--- src/logic/sac_defs.svh ---
// constants for the successive approximation control block
`ifndef SAC_DEFS_SVH
`define SAC_DEFS_SVH
`define SAC_WIDTH       12
`define SAC_SHORT_WIDTH 10
`define SAC_SHORT_SAVE  2
`define SAC_FULL_STEPS  13
`define SAC_SHORT_STEPS 11
`define SAC_MSB_IDX     11
`define SAC_SHORT_IDX   2
`define SAC_RESET_WORD  12'h7ff
`define SAC_IDLE_WORD   12'h000
`endif

--- src/logic/sac_pkg.sv ---
// types shared by both ends of the conversion link
`include "sac_defs.svh"
package sac_pkg;
	typedef logic [`SAC_WIDTH-1:0] sac_word_t;
	typedef enum logic [1:0] {
		SAC_ST_CLEAR = 2'b00,
		SAC_ST_RUN   = 2'b01,
		SAC_ST_DONE  = 2'b10
	} sac_state_t;
	typedef enum logic [1:0] {
		SAC_HS_IDLE  = 2'b00,
		SAC_HS_START = 2'b01,
		SAC_HS_WAIT  = 2'b10
	} sac_host_state_t;
endpackage

--- src/logic/sac_link_if.sv ---
// link between converter control and its external controller
`timescale 1ns/10ps
interface sac_link_if;
	import sac_pkg::*;
	logic      start_conversion;      // low holds clear, high runs
	logic      conversion_complete_n; // low when result valid
	sac_word_t result_bits;           // complemented binary result
	modport converter (
		input  start_conversion,
		output conversion_complete_n,
		output result_bits
	);
	modport controller (
		output start_conversion,
		input  conversion_complete_n,
		input  result_bits
	);
endinterface // sac_link_if

--- src/logic/sac_converter.sv ---
// successive approximation register and completion logic of the converter
`timescale 1ns/10ps
`include "sac_defs.svh"
module sac_converter
	import sac_pkg::*;
#(
	parameter int WIDTH = `SAC_WIDTH
) (
	// clock and reset
	input  wire logic         clk,
	input  wire logic         rst,
	// conversion clock enable, one-cycle pulse per conversion clock edge
	input  wire logic         conversion_clock,
	// comparator level from the analog side, asynchronous
	input  wire logic         comparator_output,
	// truncate to ten-bit accuracy
	input  wire logic         short_cycle,
	// link to the controller
	sac_link_if.converter     link
);
	////////////////////////////////////////////////////////////////////
	sac_state_t        state_reg, state_next;   // sequencer state
	logic [WIDTH-1:0]  sar_reg, sar_next;       // approximation register
	logic [WIDTH-1:0]  trial_reg, trial_next;   // one-hot bit under trial
	logic              done_n_reg, done_n_next; // completion, active low
	logic              cmp_meta_reg;            // synchroniser stage one
	logic              cmp_sync_reg;            // synchroniser stage two
	logic              start_meta_reg;          // start stage one
	logic              start_sync_reg;          // start stage two

	// stop index: short cycle ends after bit two is decided
	wire logic [WIDTH-1:0] last_trial = short_cycle ?
		WIDTH'(1) << (WIDTH - `SAC_SHORT_WIDTH) : WIDTH'(1);
	wire logic             at_last    = (trial_reg == last_trial);
	wire logic [WIDTH-1:0] cmp_fill   = cmp_sync_reg ? trial_reg : '0;
	wire logic [WIDTH-1:0] trial_bit  = (sar_reg & ~trial_reg) | cmp_fill;

	////////////////////////////////////////////////////////////////////
	// pins from outside pass two flip-flops; start may be tied to a pin
	always_ff @(posedge clk or posedge rst) begin
		if (rst) begin
			cmp_meta_reg   <= 1'b0;
			cmp_sync_reg   <= 1'b0;
			start_meta_reg <= 1'b0;
			start_sync_reg <= 1'b0;
		end else begin
			cmp_meta_reg   <= comparator_output;
			cmp_sync_reg   <= cmp_meta_reg;
			start_meta_reg <= link.start_conversion;
			start_sync_reg <= start_meta_reg;
		end
	end

	////////////////////////////////////////////////////////////////////
	// next-state logic; only conversion clock edges move anything
	always_comb begin
		state_next  = state_reg;
		sar_next    = sar_reg;
		trial_next  = trial_reg;
		done_n_next = done_n_reg;
		if (conversion_clock) begin
			if (!start_sync_reg && state_reg != SAC_ST_RUN) begin
				// synchronous clear: msb low, others high
				state_next  = SAC_ST_CLEAR;
				sar_next    = `SAC_RESET_WORD;
				trial_next  = WIDTH'(1) << (WIDTH - 1);
				done_n_next = 1'b1;
			end else begin
				unique case (state_reg)
					SAC_ST_CLEAR: begin
						// start high: first trial decides msb
						state_next = SAC_ST_RUN;
						sar_next   = trial_bit;
						trial_next = trial_reg >> 1;
						sar_next   = sar_next & ~(trial_reg >> 1);
					end
					SAC_ST_RUN: begin
						// start is not looked at here
						if (trial_reg == '0) begin
							// every bit down to the stop index decided: one more enable reports done
							state_next  = SAC_ST_DONE;
							done_n_next = 1'b0;
						end else if (at_last) begin
							// last trial takes the comparator, lower bits stay high
							sar_next   = trial_bit;
							trial_next = '0;
						end else begin
							sar_next   = trial_bit & ~(trial_reg >> 1);
							trial_next = trial_reg >> 1;
						end
					end
					SAC_ST_DONE: begin
						// result and completion stand still
						state_next = SAC_ST_DONE;
					end
					default: begin
						state_next = SAC_ST_CLEAR;
					end
				endcase
			end
		end
	end

	////////////////////////////////////////////////////////////////////
	// state registers; completion starts high so no power-up lock-up
	always_ff @(posedge clk or posedge rst) begin
		if (rst) begin
			state_reg  <= SAC_ST_CLEAR;
			sar_reg    <= `SAC_RESET_WORD;
			trial_reg  <= WIDTH'(1) << (WIDTH - 1);
			done_n_reg <= 1'b1;
		end else begin
			state_reg  <= state_next;
			sar_reg    <= sar_next;
			trial_reg  <= trial_next;
			done_n_reg <= done_n_next;
		end
	end

	// register bits are the complemented binary result directly
	assign link.result_bits           = sar_reg;
	assign link.conversion_complete_n = done_n_reg;
endmodule // sac_converter

--- src/flat_wrapper.sv ---
// flat-port wrapper written by rule: the top's interface ports become plain ports
module sac_converter_flat import sac_pkg::*;
#(
	parameter int WIDTH = `SAC_WIDTH
)
  (clk, rst, conversion_clock, comparator_output, short_cycle, link_start_conversion, link_conversion_complete_n, link_result_bits);
  sac_link_if link_i ();
  input  wire logic clk;
  input  wire logic rst;
  input  wire logic conversion_clock;
  input  wire logic comparator_output;
  input  wire logic short_cycle;
  input wire logic [$bits(link_i.start_conversion)-1:0] link_start_conversion;
  output wire logic [$bits(link_i.conversion_complete_n)-1:0] link_conversion_complete_n;
  output wire logic [$bits(link_i.result_bits)-1:0] link_result_bits;
  assign link_i.start_conversion = link_start_conversion;
  assign link_conversion_complete_n = link_i.conversion_complete_n;
  assign link_result_bits = link_i.result_bits;
  sac_converter #(.WIDTH(WIDTH)) u_core (.clk(clk), .rst(rst), .conversion_clock(conversion_clock), .comparator_output(comparator_output), .short_cycle(short_cycle), .link(link_i));
endmodule
--- config.mk ---
export PLATFORM = sky130hd
export DESIGN_NAME = sac_converter_flat
export DESIGN_NICKNAME = d
export VERILOG_FILES = /design/src/logic/sac_pkg.sv /design/src/logic/sac_link_if.sv /design/src/logic/sac_converter.sv /design/src/flat_wrapper.sv
export VERILOG_INCLUDE_DIRS = /design/src /design/src/logic
export SDC_FILE = /design/constraint.sdc
export NUM_CORES = 1
export LEC_CHECK = 0
export ABC_AREA = 1
export BUFFER_PORTS_ARGS = -buffer_cell sky130_fd_sc_hd__buf_2
export CORE_MARGIN = 2
export CORE_UTILIZATION = 40
export CTS_BUF_LIST = sky130_fd_sc_hd__clkbuf_8
export DETAILED_ROUTE_END_ITERATION = 7
export GPL_TIMING_DRIVEN = 0
export PLACE_DENSITY = 0.72
export SETUP_SLACK_MARGIN = 0.3
export SYNTH_ARGS = -nofsm -noshare
export SYNTH_HDL_FRONTEND = slang
export SYNTH_SLANG_ARGS = --single-unit
--- constraint.sdc ---
create_clock -name clk -period 1.4 [get_ports clk]
set_input_delay 0.14 -clock clk [delete_from_list [all_inputs] [get_ports clk]]
set_output_delay 0.14 -clock clk [all_outputs]
set_load 0.02 [all_outputs]
# Word-level counts from Yosys, hierarchy flattened
# Index checks and enable logic that the tools add are counted.
[word_totals]
out_inout_bits = 13
wordCells = 45
regBits = 31
[classes]
eq_ne = 6
n_reduce_logical = 10
bitwise_logic = 5
n_mux = 16
[op_table]
columns = ["operator", "count"]
rows = [
  ["2-to-1 mux 12 bit", 6],
  ["case mux 12 bit (2 select lines)", 2],
  ["bitwise AND 12 bit", 2],
  ["== test 12 bit", 1],
  ["logical NOT 12 bit", 1],
  ["inverter 11 -> 12 bit", 1],
  ["inverter 12 bit", 1],
  ["bitwise OR 12 bit", 1],
  ["2-to-1 mux 11 bit", 1],
  ["case mux 2 bit (3 select lines)", 1],
  ["AND reduction 3 bit", 2],
  ["2-to-1 mux 2 bit", 2],
  ["nonzero test 2 bit", 2],
  ["2-to-1 mux 1 bit", 3],
  ["2-to-1 mux 3 bit", 1],
  ["inequality test 3 x 1 -> 1 bit, second input constant", 1],
  ["inequality test 3 x 2 -> 1 bit, second input constant", 1],
  ["nonzero test 3 bit", 1],
  ["== test 2 x 1 -> 1 bit, second input constant", 1],
  ["== test 2 bit, second input constant", 1],
  ["logical NOT 2 bit", 1],
  ["inequality test 2 x 1 -> 1 bit, second input constant", 1],
  ["AND reduction 2 bit", 1],
  ["logical AND 1 bit", 1],
  ["logical NOT 1 bit", 1],
]

# Longest topological paths before layout
# Gate-level depths: netlist of the first run.
[depth]
depth_word = 8
ltp_mapped = 11

# Worst setup path before layout of the first run
# OpenSTA, ideal clock, no wires.
[synth_timing]
kind = "flip-flop to flip-flop"
startpoint = "register u_core.state_reg[0]"
endpoint = "register u_core.trial_reg[2]"
required_ps = 1283
arrival_time_ps = 1300
synth_period_minus_slack_ps = 1417
slack_ps = -17
path_stages_with_launch = 11
setup_time_ps = 117
cell_sequence = "dfrtp_1 -> ha_1 -> inv_1 -> nand2_1 -> o21ai_0 -> inv_1 -> nand2_4 -> nor2_2 -> buf_6 -> nand2_1 -> nand2_1"
[synth_via]
elab_chain_cells = 4
word_cells_on_any_way = 9
classes_between = "3 x eq/ne; 2 x mux; 4 x reduce/logical"
[synth_lines]
columns = ["item", "line", "source"]
rows = [
  ["start, declared", "sac_converter.sv:22", "sac_state_t state_reg, state_next;"],
  ["start signal, assigned", "sac_converter.sv:113", "state_reg <= state_next;"],
  ["inequality test 2 x 1 -> 1 bit", "sac_converter.sv:62", "if (!start_sync_reg && state_reg != SAC_ST_RUN) begin"],
  ["logical AND 1 bit", "sac_converter.sv:62", ""],
  ["inequality test 3 x 2 -> 1 bit (no source line) or nonzero test 3 bit (tied branches)", "--", ""],
  ["AND reduction 3 bit (no source line)", "--", ""],
  ["end signal, assigned", "sac_converter.sv:110", "trial_reg <= WIDTH'(1) << (WIDTH - 1);"],
  ["end signal, assigned", "sac_converter.sv:115", "trial_reg <= trial_next;"],
  ["end, declared", "sac_converter.sv:24", "logic [WIDTH-1:0] trial_reg, trial_next;"],
]
# Parallel ways exist; a longest one is shown, timed or not.
# A chain may end at the register's enable or synchronous reset.

# Worst setup path after layout of the first run
[layout_timing]
startpoint = "register u_core.state_reg[1]"
endpoint = "register u_core.trial_reg[9]"
# The elaborated chain is that of the path after synthesis.

==> results.py, run 1 <==
metrics = {
    "final_layout": {
        "final_common_cell": "nand2_1",
        "antenna_cells": 0,
        "multi_input_area_um2": 694,
        "area_delta_synth_final_pct": 37.2,
        "final_cells": 282,
        "nets": 242,
        "finish.utilization_pct": 56.9,
        "seqCellArea_um2": 793,
        "nFillCells": 350,
        "layout_common_cells": "67 x nand2_1, 19 x buf_4, 17 x buf_6, 17 x dfrtp_1, 14 x nor2_1",
        "drive_gt1_share_pct": 38.9,
    },
    "synthesis": {
        "synth_seq_area_share_pct": 52.1,
        "synth_area_leaders": "dfrtp_1 30%, dfstp_2 22%, nand2_1 19%",
        "synthCells": 186,
        "synth_warnings": 0,
        "async_flop_share_pct": 100,
        "synth_flop_cell": "dfrtp_1",
        "synth_edf_count": 0,
        "synth_top_area_cell": "dfrtp_1",
        "synth-seq-cells": 31,
        "avgSynthCellArea_um2": 8.17,
        "syn_area_um2": 1520,
        "synth_cell_type_count": 21,
        "synth.top_cell.area_share_pct": 29.7,
        "synth_fp_nets": 195,
    },
    "clocking": {
        "cts_buffer_depth": 2,
        "clkTransAtPathRegs_ps": 70,
        "clockRootBuffer": "clkbuf_8",
        "cts_tree": "done",
        "cts_buffers": 5,
        "h-tree-depth": 2,
        "cts_sinks": 31,
        "clk_latency_ps": 280,
    },
    "worst_setup_path": {
        "crit_top_cell": "inv_2",
        "critPathRequiredTime_ps": 1620,
        "critical_path.cell_chain": "inv_2 -> ha_4 -> inv_2 -> nand2_2 -> o21ai_2 -> inv_2 -> nand2_4 -> nor2_4 -> buf_6 -> nand2_2 -> nand2_1",
        "end_kind": "flip-flop",
        "cp_slowest_cell": "dfrtp_1",
        "cpPeakStageDelay_ps": 390,
        "critPathLaunchType": "flip-flop",
        "startpoint": "u_core.state_reg[1]$_DFFE_PP0P_",
        "crit_path_max_fanout": 5,
        "r2r_start": "u_core.state_reg[1]$_DFFE_PP0P_",
        "cp.arrival_ps": 1670,
        "path_class": "flip-flop to flip-flop",
    },
    "placed_design": {
        "gp_congestion": 0.817,
        "placed_cells_incl_taps": 252,
        "numPortBuffers": 18,
        "place_hpwl_um": 2110,
    },
    "drt": {
        "vias": 1358,
        "wire_per_inst_um": 12.3,
        "drt-initial-drc-count": 36,
        "routed_wl_um": 3460,
        "drc_errors": 0,
        "ant_nets": 0,
        "viasPerCell": 4.82,
        "dr.pass1.iters": 5,
    },
    "global_routing": {
        "grt.total_usage_pct": 17.3,
        "globalRouteOverflowTotal": 0,
        "grt_pass1_wl_um": 5580,
        "grt_pass1_vias": 1269,
        "grt_max_degree": 32,
        "antenna_found_initial": 0,
    },
    "hold_path": {
        "hold_path.class": "input port to flip-flop",
        "hp-start": "conversion_clock",
    },
    "timing": {
        "worst_pin_slew_ps": 666,
        "skew_ps": 6.92,
        "fin_ws_ps": -46.3,
        "holdWs_ps": 122,
        "setup_viol": 10,
        "hold_viol_final": 0,
        "fin_crit_ps": 1450,
        "fin_crit_sh_pct": 103,
        "drv_slew": 0,
        "max_slew_margin_pct": 55.5,
        "max_freq_mhz": 691,
        "rsz0062_at_grt": "true",
    },
    "power": {
        "p_per_area_nw_per_um2": 2210,
        "p_total_w": 0.00460,
        "ir_worst_vdd_v": 0.00110,
        "leakage_nw": 1.03,
    },
    "flow_run": {
        "max_cap_viol_count": 0,
    },
    "die": {
        "die_area_um2": 4310,
        "io-pin-count": 19,
        "rows": 22,
        "initial_utilization_pct": 41.5,
        "core-area_um2": 3660,
        "die_w_um": 65.6,
        "die_h_um": 65.6,
    },
    "outcome": {
        "outcome": "complete, but fails checks",
        "violations": "negative setup slack",
    },
}
==> critical path, delay by kind of cell, from the launching register on <==
kind | cells | cell delay (ps)
AO/OA/AOI/OAI | 1 | 60
adder cells (fa/ha/maj) | 1 | 170
buffers and inverters | 4 | 350
flip-flops | 1 | 390
AND/OR/NAND/NOR | 5 | 410
==> kinds of logic after synthesis <==
kind of cell             share of synthesized area [%]
AND/OR/NAND/NOR                                   27.5
flip-flops                                        52.1
AO/OA/AOI/OAI                                     10.6
buffers and inverters                             6.51
adder cells (fa/ha/maj)                           2.47
multiplexers                                     0.741
==> routing by layer <==
metal / global-route usage, % / vias up / part of all wire, %
met4: 7.03 / 0 / 2.3
met2: 28.0 / 22 / 49
li1: - / 676 / -
met1: 21.8 / 650 / 45
met3: 4.62 / 10 / 3.2
met5: 0 / - / 0
==> cell type report <==
class / count / share of cell area [%]
plain buffers: 5 / 2.52
multi-input cells: 136 / 33.3
repair buffers: 40 / 16.4
well taps: 48 / 2.88
inverters: 14 / 2.70
clock buffers: 5 / 3.30
clock inverters: 3 / 0.781
flip-flops and latches: 31 / 38.1
==> path summary, 6_finish.rpt <==
path | endpoint | slack [ps] | cells after the start
hold / removal | u_core.link.conversion_complete_n$_DFFE_PP1P_ | 120 | 3
max in group asynchronous | u_core.trial_reg[7]$_DFFE_PP0P_ | 490 | 3
hold reg to reg | u_core.cmp_sync_reg$_DFF_PP0_ | 350 | 0
setup / recovery | u_core.trial_reg[9]$_DFFE_PP0P_ | -50 | 11
setup reg to reg | u_core.trial_reg[9]$_DFFE_PP0P_ | -50 | 11
min in group asynchronous | u_core.trial_reg[0]$_DFFE_PP0P_ | 500 | 3
==> power breakdown <==
part	internal (W)	switching (W)	total, W
Clock	0.000339	0.000337	0.000676
Sequential	0.00132	0.000267	0.00159
Combinational	0.00110	0.00123	0.00233
Total	0.00276	0.00183	0.00460
==> through the flow <==
stage | cell area [um^2] | worst slack [ps] | setup TNS, ps
2_1_floorplan | 1530 | 100 | 0
3_3_place_gp | 1680 | -75.7 | -562
3_5_place_dp | 1680 | -99.0 | -869
4_1_cts | 2000 | -7.00 | -30.5
5_1_grt | 2080 | -140 | -1870
6_report | 2080 | -46.3 | -274
==> cell usage after synthesis, types with 3 or more instances <==
| cell | count |
|---|---|
| dfstp_2 | 13 |
| a21oi_1 | 5 |
| dfrtp_1 | 18 |
| ha_1 | 3 |
| inv_1 | 14 |
| a211oi_1 | 3 |
| buf_6 | 3 |
| nor2_2 | 3 |
| o21ai_1 | 9 |
| nand3_1 | 3 |
| o21ai_0 | 12 |
| nand2_1 | 75 |
| nor2_1 | 17 |
==> timing repair <==
item | CTS | global route
pin swaps | 1 | 6
gates resized for setup | 35 | 13
hold endpoints to repair | 2 | 14
gates cloned | 1 | 0
hold buffers | 2 | 1
buffers inserted | 13 | 5
setup endpoints to repair | 39 | 56
No activity file was read; power rests on OpenSTA's default activity.
==> run 2: changes to the inputs <==
CORE_ASPECT_RATIO = 2   (was unset)
RECOVER_POWER = 100   (was unset)
==> results.py, run 2 (synthesis results as in run 1) <==
metrics = {
    "final_layout": {
        "area_delta_synth_final_pct": 39.5,
        "drive_gt1_share_pct": 36.9,
        "final_cells": 285,
        "antenna_cells": 0,
        "nets": 244,
        "seqCellArea_um2": 795,
        "final_common_cell": "nand2_1",
        "layout_common_cells": "64 x nand2_1, 20 x buf_4, 16 x buf_6, 16 x dfrtp_1",
        "nFillCells": 341,
        "design_area_um2": 2120,
        "multi_input_area_um2": 694,
    },
    "die": {
        "rows": 31,
        "initial_utilization_pct": 41.7,
        "core-area_um2": 3650,
        "io-pin-count": 19,
        "die_w_um": 47.6,
        "die_area_um2": 4340,
        "die_h_um": 91.2,
    },
    "timing": {
        "rsz0062_at_grt": "true",
        "fin_crit_sh_pct": 102,
        "setup_viol": 8,
        "fin_ws_ps": -25.6,
        "max_freq_mhz": 701,
        "drv_slew": 0,
        "worst_pin_slew_ps": 1340,
        "skew_ps": 9.11,
        "holdWs_ps": 121,
        "max_slew_margin_pct": 10.4,
        "hold_viol_final": 0,
        "fin_crit_ps": 1430,
    },
    "placed_design": {
        "gp_congestion": 0.796,
        "place_hpwl_um": 2280,
        "numPortBuffers": 18,
        "place_area_um2": 1690,
        "post-place-ws_ps": -138,
        "placed_cells_incl_taps": 253,
    },
    "worst_setup_path": {
        "r2r_end": "u_core.trial_reg[6]$_DFFE_PP0P_",
        "r2r_start": "u_core.state_reg[1]$_DFFE_PP0P_",
        "reg2reg_slack_ps": -30,
        "crit_path_max_fanout": 5,
        "end_kind": "flip-flop",
        "path_class": "flip-flop to flip-flop",
        "critPathRequiredTime_ps": 1620,
        "cp.arrival_ps": 1650,
        "startpoint": "u_core.state_reg[1]$_DFFE_PP0P_",
        "critPathLaunchType": "flip-flop",
        "r2r_cells": 11,
        "endpoint": "u_core.trial_reg[6]$_DFFE_PP0P_",
    },
    "clocking": {
        "clkTransAtPathRegs_ps": 70,
        "clockRootBuffer": "clkbuf_8",
        "cts_buffers": 5,
        "cts_buffer_depth": 2,
        "cts_sinks": 31,
        "cts_tree": "done",
        "h-tree-depth": 2,
        "clk_latency_ps": 280,
    },
    "flow_run": {
        "max_cap_viol_count": 0,
    },
    "drt": {
        "drc_errors": 0,
        "viasPerCell": 4.86,
        "wl_met2_um": 1990,
        "routed_wl_um": 3610,
        "ant_nets": 0,
        "met3_length_um": 111,
        "drt-initial-drc-count": 50,
        "dr.pass1.iters": 4,
        "wl_met1_um": 1380,
        "vias": 1385,
        "wire_per_inst_um": 12.7,
        "highest_layer": "met4",
    },
    "outcome": {
        "outcome": "complete, but fails checks",
        "violations": "negative setup slack",
    },
    "global_routing": {
        "grt.total_usage_pct": 19.4,
        "grt_max_degree": 32,
        "antenna_found_initial": 0,
        "grt_pass1_vias": 1409,
        "globalRouteOverflowTotal": 0,
        "grt_pass1_wl_um": 6090,
    },
    "hold_path": {
        "hold_path.class": "input port to asynchronous set/reset pin",
    },
    "power": {
        "ir_worst_vdd_v": 0.00131,
        "leakage_nw": 1.04,
        "p_per_area_nw_per_um2": 2230,
    },
}
## run 2: cell types whose count changed in the layout (fill, tap and decap cells not counted), sizes merged
| cell | before | now |
|---|---|---|
| dlygate4sd3 | 3 | 2 |
| clkbuf | 5 | 10 |
| inv | 14 | 13 |
| clkinv | 1 | 0 |
## run 2: critical path, stage by stage, from the launching register on
cell     delay [ps]
dfrtp_1         380
inv_2            90
ha_4            160
inv_2            40
nand2_2          50
o21ai_1          50
inv_1           100
nand2_4          90
nor2_4          130
buf_6           160
nand2_2          50
nand2_1          60
## run 2: worst min path at each step
| stage | start | end | slack, ps | cells past startpoint |
|---|---|---|---|---|
| floorplan | comparator_output | u_core.cmp_meta_reg$_DFF_PP0_ | 170 | 0 |
| global placement | link_start_conversion | u_core.start_meta_reg$_DFF_PP0_ | 250 | 1 |
| detailed placement | link_start_conversion | u_core.start_meta_reg$_DFF_PP0_ | 250 | 1 |
| CTS | conversion_clock | u_core.link.conversion_complete_n$_DFFE_PP1P_ | 150 | 3 |
| global route | conversion_clock | u_core.link.conversion_complete_n$_DFFE_PP1P_ | 160 | 3 |
| finish | rst | u_core.trial_reg[0]$_DFFE_PP0P_ | 120 | 2 |
## run 2: layout make-up
class / instances / area share, %
Sequential cell: 31 / 37.5
Tap cell: 49 / 2.89
Multi-Input combinational cell: 136 / 32.8
Timing Repair Buffer: 42 / 16.6
Clock buffer: 7 / 4.55
Clock inverter: 1 / 0.177
Buffer: 5 / 2.83
Inverter: 14 / 2.72
## run 2: metal layers
layer / global-route usage, % / up-vias
met5: 0 / -
met4: 11.0 / 0
met3: 4.97 / 11
met2: 32.0 / 31
met1: 20.8 / 662
li1: - / 681
## run 2: stage by stage
step                TNS [ps]  power (W)  utilization (%)
finish                  -125    0.00473             58.1
floorplan                  0    0.00283                -
detailed placement     -1480    0.00328             46.2
CTS                        0    0.00461             56.5
global placement       -1030    0.00322             46.2
global route           -2120    0.00507             58.1
## run 2: what timing repair did
action / in CTS / in global routing
gates cloned: 1 / 0
endpoints found under the hold margin: 2 / 0
hold buffers: 2 / 0
pin swaps: 6 / 3
setup endpoints to repair: 38 / 57
resized for setup: 37 / 18
buffers inserted: 18 / 3
## run 2: report_power, final
part | switching [W] | leakage [nW] | internal, W
registers | 0.000245 | 0.367 | 0.00130
logic | 0.00128 | 0.618 | 0.00114
clock network | 0.000324 | 0.0557 | 0.000441
total | 0.00185 | 1.04 | 0.00288
==> run 3: changes to the inputs <==
CORE_MARGIN = unset   (was 2)
==> results.py, run 3 (synthesis results as in run 1) <==
metrics = {
    "outcome": {
        "outcome": "complete, but fails checks",
        "violations": "negative setup slack",
    },
    "global_routing": {
        "globalRouteOverflowTotal": 0,
        "antenna_found_initial": 0,
        "grt.total_usage_pct": 20.0,
        "grt_pass1_vias": 1330,
        "grt_pass1_wl_um": 5810,
        "grt_max_degree": 32,
    },
    "timing": {
        "fin_crit_ps": 1490,
        "fin_ws_ps": -85.6,
        "fin_crit_sh_pct": 106,
        "worst_pin_slew_ps": 660,
        "setup_viol": 24,
        "skew_ps": 7.51,
        "hold_viol_final": 0,
        "rsz0062_at_grt": "true",
        "drv_slew": 0,
        "finalSetupTns_ps": -1410,
        "max_freq_mhz": 673,
        "max_slew_margin_pct": 55.9,
        "holdWs_ps": 151,
    },
    "clocking": {
        "clk_latency_ps": 280,
        "cts_tree": "done",
        "h-tree-depth": 2,
        "cts_sinks": 31,
        "clockRootBuffer": "clkbuf_8",
        "clkTransAtPathRegs_ps": 60,
        "cts_buffers": 5,
        "cts_buffer_depth": 2,
    },
    "final_layout": {
        "design_area_um2": 2090,
        "area_delta_synth_final_pct": 37.9,
        "finish.utilization_pct": 58.1,
        "nets": 239,
        "antenna_cells": 0,
        "final_common_cell": "nand2_1",
        "drive_gt1_share_pct": 39.0,
        "layout_common_cells": "68 x nand2_1, 17 x buf_6, 15 x buf_4, 12 x nor2_1",
        "nFillCells": 307,
    },
    "drt": {
        "drc_errors": 0,
        "ant_nets": 0,
        "viasPerCell": 4.90,
        "wire_per_inst_um": 13.0,
        "routed_wl_um": 3650,
        "vias": 1371,
        "dr.pass1.iters": 5,
        "drt-initial-drc-count": 46,
    },
    "worst_setup_path": {
        "crit_path_max_fanout": 5,
        "path_class": "flip-flop to flip-flop",
        "critPathLaunchType": "flip-flop",
        "cp.arrival_ps": 1660,
        "end_kind": "flip-flop",
        "critPathRequiredTime_ps": 1570,
    },
    "die": {
        "io-pin-count": 19,
        "rows": 31,
        "core-area_um2": 3610,
        "die_area_um2": 4060,
        "die_h_um": 89.2,
        "die_w_um": 45.6,
        "initial_utilization_pct": 42.1,
    },
    "placed_design": {
        "gp_congestion": 0.781,
        "numPortBuffers": 18,
        "place_hpwl_um": 2190,
        "place_area_um2": 1690,
        "post-place-ws_ps": -93.6,
    },
    "power": {
        "leakage_nw": 1.00,
        "ir_worst_vdd_v": 0.00116,
        "p_per_area_nw_per_um2": 2180,
    },
    "hold_path": {
        "hold_path.class": "input port to flip-flop",
    },
    "flow_run": {
        "max_cap_viol_count": 0,
    },
}
[run 3: cell count changes in the layout (fill, tap and decap cells not counted), sizes merged]
cell,previous run,this run
inv,13,15
clkbuf,10,8
buf,42,36
dlygate4sd3,2,3
[run 3: worst paths after layout]
check                                                 from                               end  slack (ps)  cells past startpoint
max                        u_core.trial_reg[4]$_DFFE_PP0P_   u_core.trial_reg[5]$_DFFE_PP0P_         -90                      9
min                                       conversion_clock  u_core.trial_reg[11]$_DFFE_PP1P_         150                      3
max reg2reg                u_core.trial_reg[4]$_DFFE_PP0P_   u_core.trial_reg[5]$_DFFE_PP0P_         -90                      9
min reg2reg                  u_core.cmp_meta_reg$_DFF_PP0_     u_core.cmp_sync_reg$_DFF_PP0_         350                      0
max in group asynchronous                              rst   u_core.trial_reg[8]$_DFFE_PP0P_         500                      3
min in group asynchronous                              rst   u_core.trial_reg[0]$_DFFE_PP0P_         490                      3
[run 3: repair_timing]
action | 4_1_cts | 5_1_grt
gates cloned | 1 | 0
setup endpoints to repair | 39 | 43
hold buffers | 2 | 1
pin swaps | 5 | 14
endpoints found under the hold margin | 2 | 1
resized for setup | 29 | 35
buffers inserted | 8 | 7
[run 3: per-stage QoR]
stage | total power, W | std cells
after floorplan | 0.00283 | 186
after detailed placement | 0.00326 | 253
after CTS | 0.00425 | 272
after global routing | 0.00490 | 280
after global placement | 0.00323 | 253
final | 0.00456 | 280
[run 3: layout make-up]
cell class / count / area, um^2 / share of cell area, %
Sequential cell: 31 / 801 / 38.2
Multi-Input combinational cell: 136 / 727 / 34.7
Timing Repair Buffer: 37 / 309 / 14.8
Clock buffer: 5 / 68.8 / 3.29
Tap cell: 49 / 61.3 / 2.93
Inverter: 14 / 60.1 / 2.87
Buffer: 5 / 56.3 / 2.69
Clock inverter: 3 / 11.3 / 0.538
[run 3: power by group]
part | total (W) | switching, W | internal, W | leakage, nW
Combinational | 0.00230 | 0.00125 | 0.00104 | 0.588
Sequential | 0.00163 | 0.000308 | 0.00132 | 0.361
Clock | 0.000641 | 0.000310 | 0.000330 | 0.0519
Total | 0.00456 | 0.00187 | 0.00269 | 1.00
[run 3: worst max-delay path, stage by stage (launching register included)]
cell and delay [ps]:
dfrtp_2 450, nor2_4 130, nand2_2 80, nor2_4 190
nand3_4 130, nand2_8 120, nor2_4 50, buf_6 130
nand2_1 60, nand2_1 50
[run 3: metal layers]
metal	vias up	wire length [um]	track usage, %	part of all wire (%)
met5	-	0	0	0
li1	674	-	-	-
met2	46	2000	33.9	55
met1	641	1400	22.4	38
met3	10	151	3.23	4.1
met4	0	96	11.8	2.6
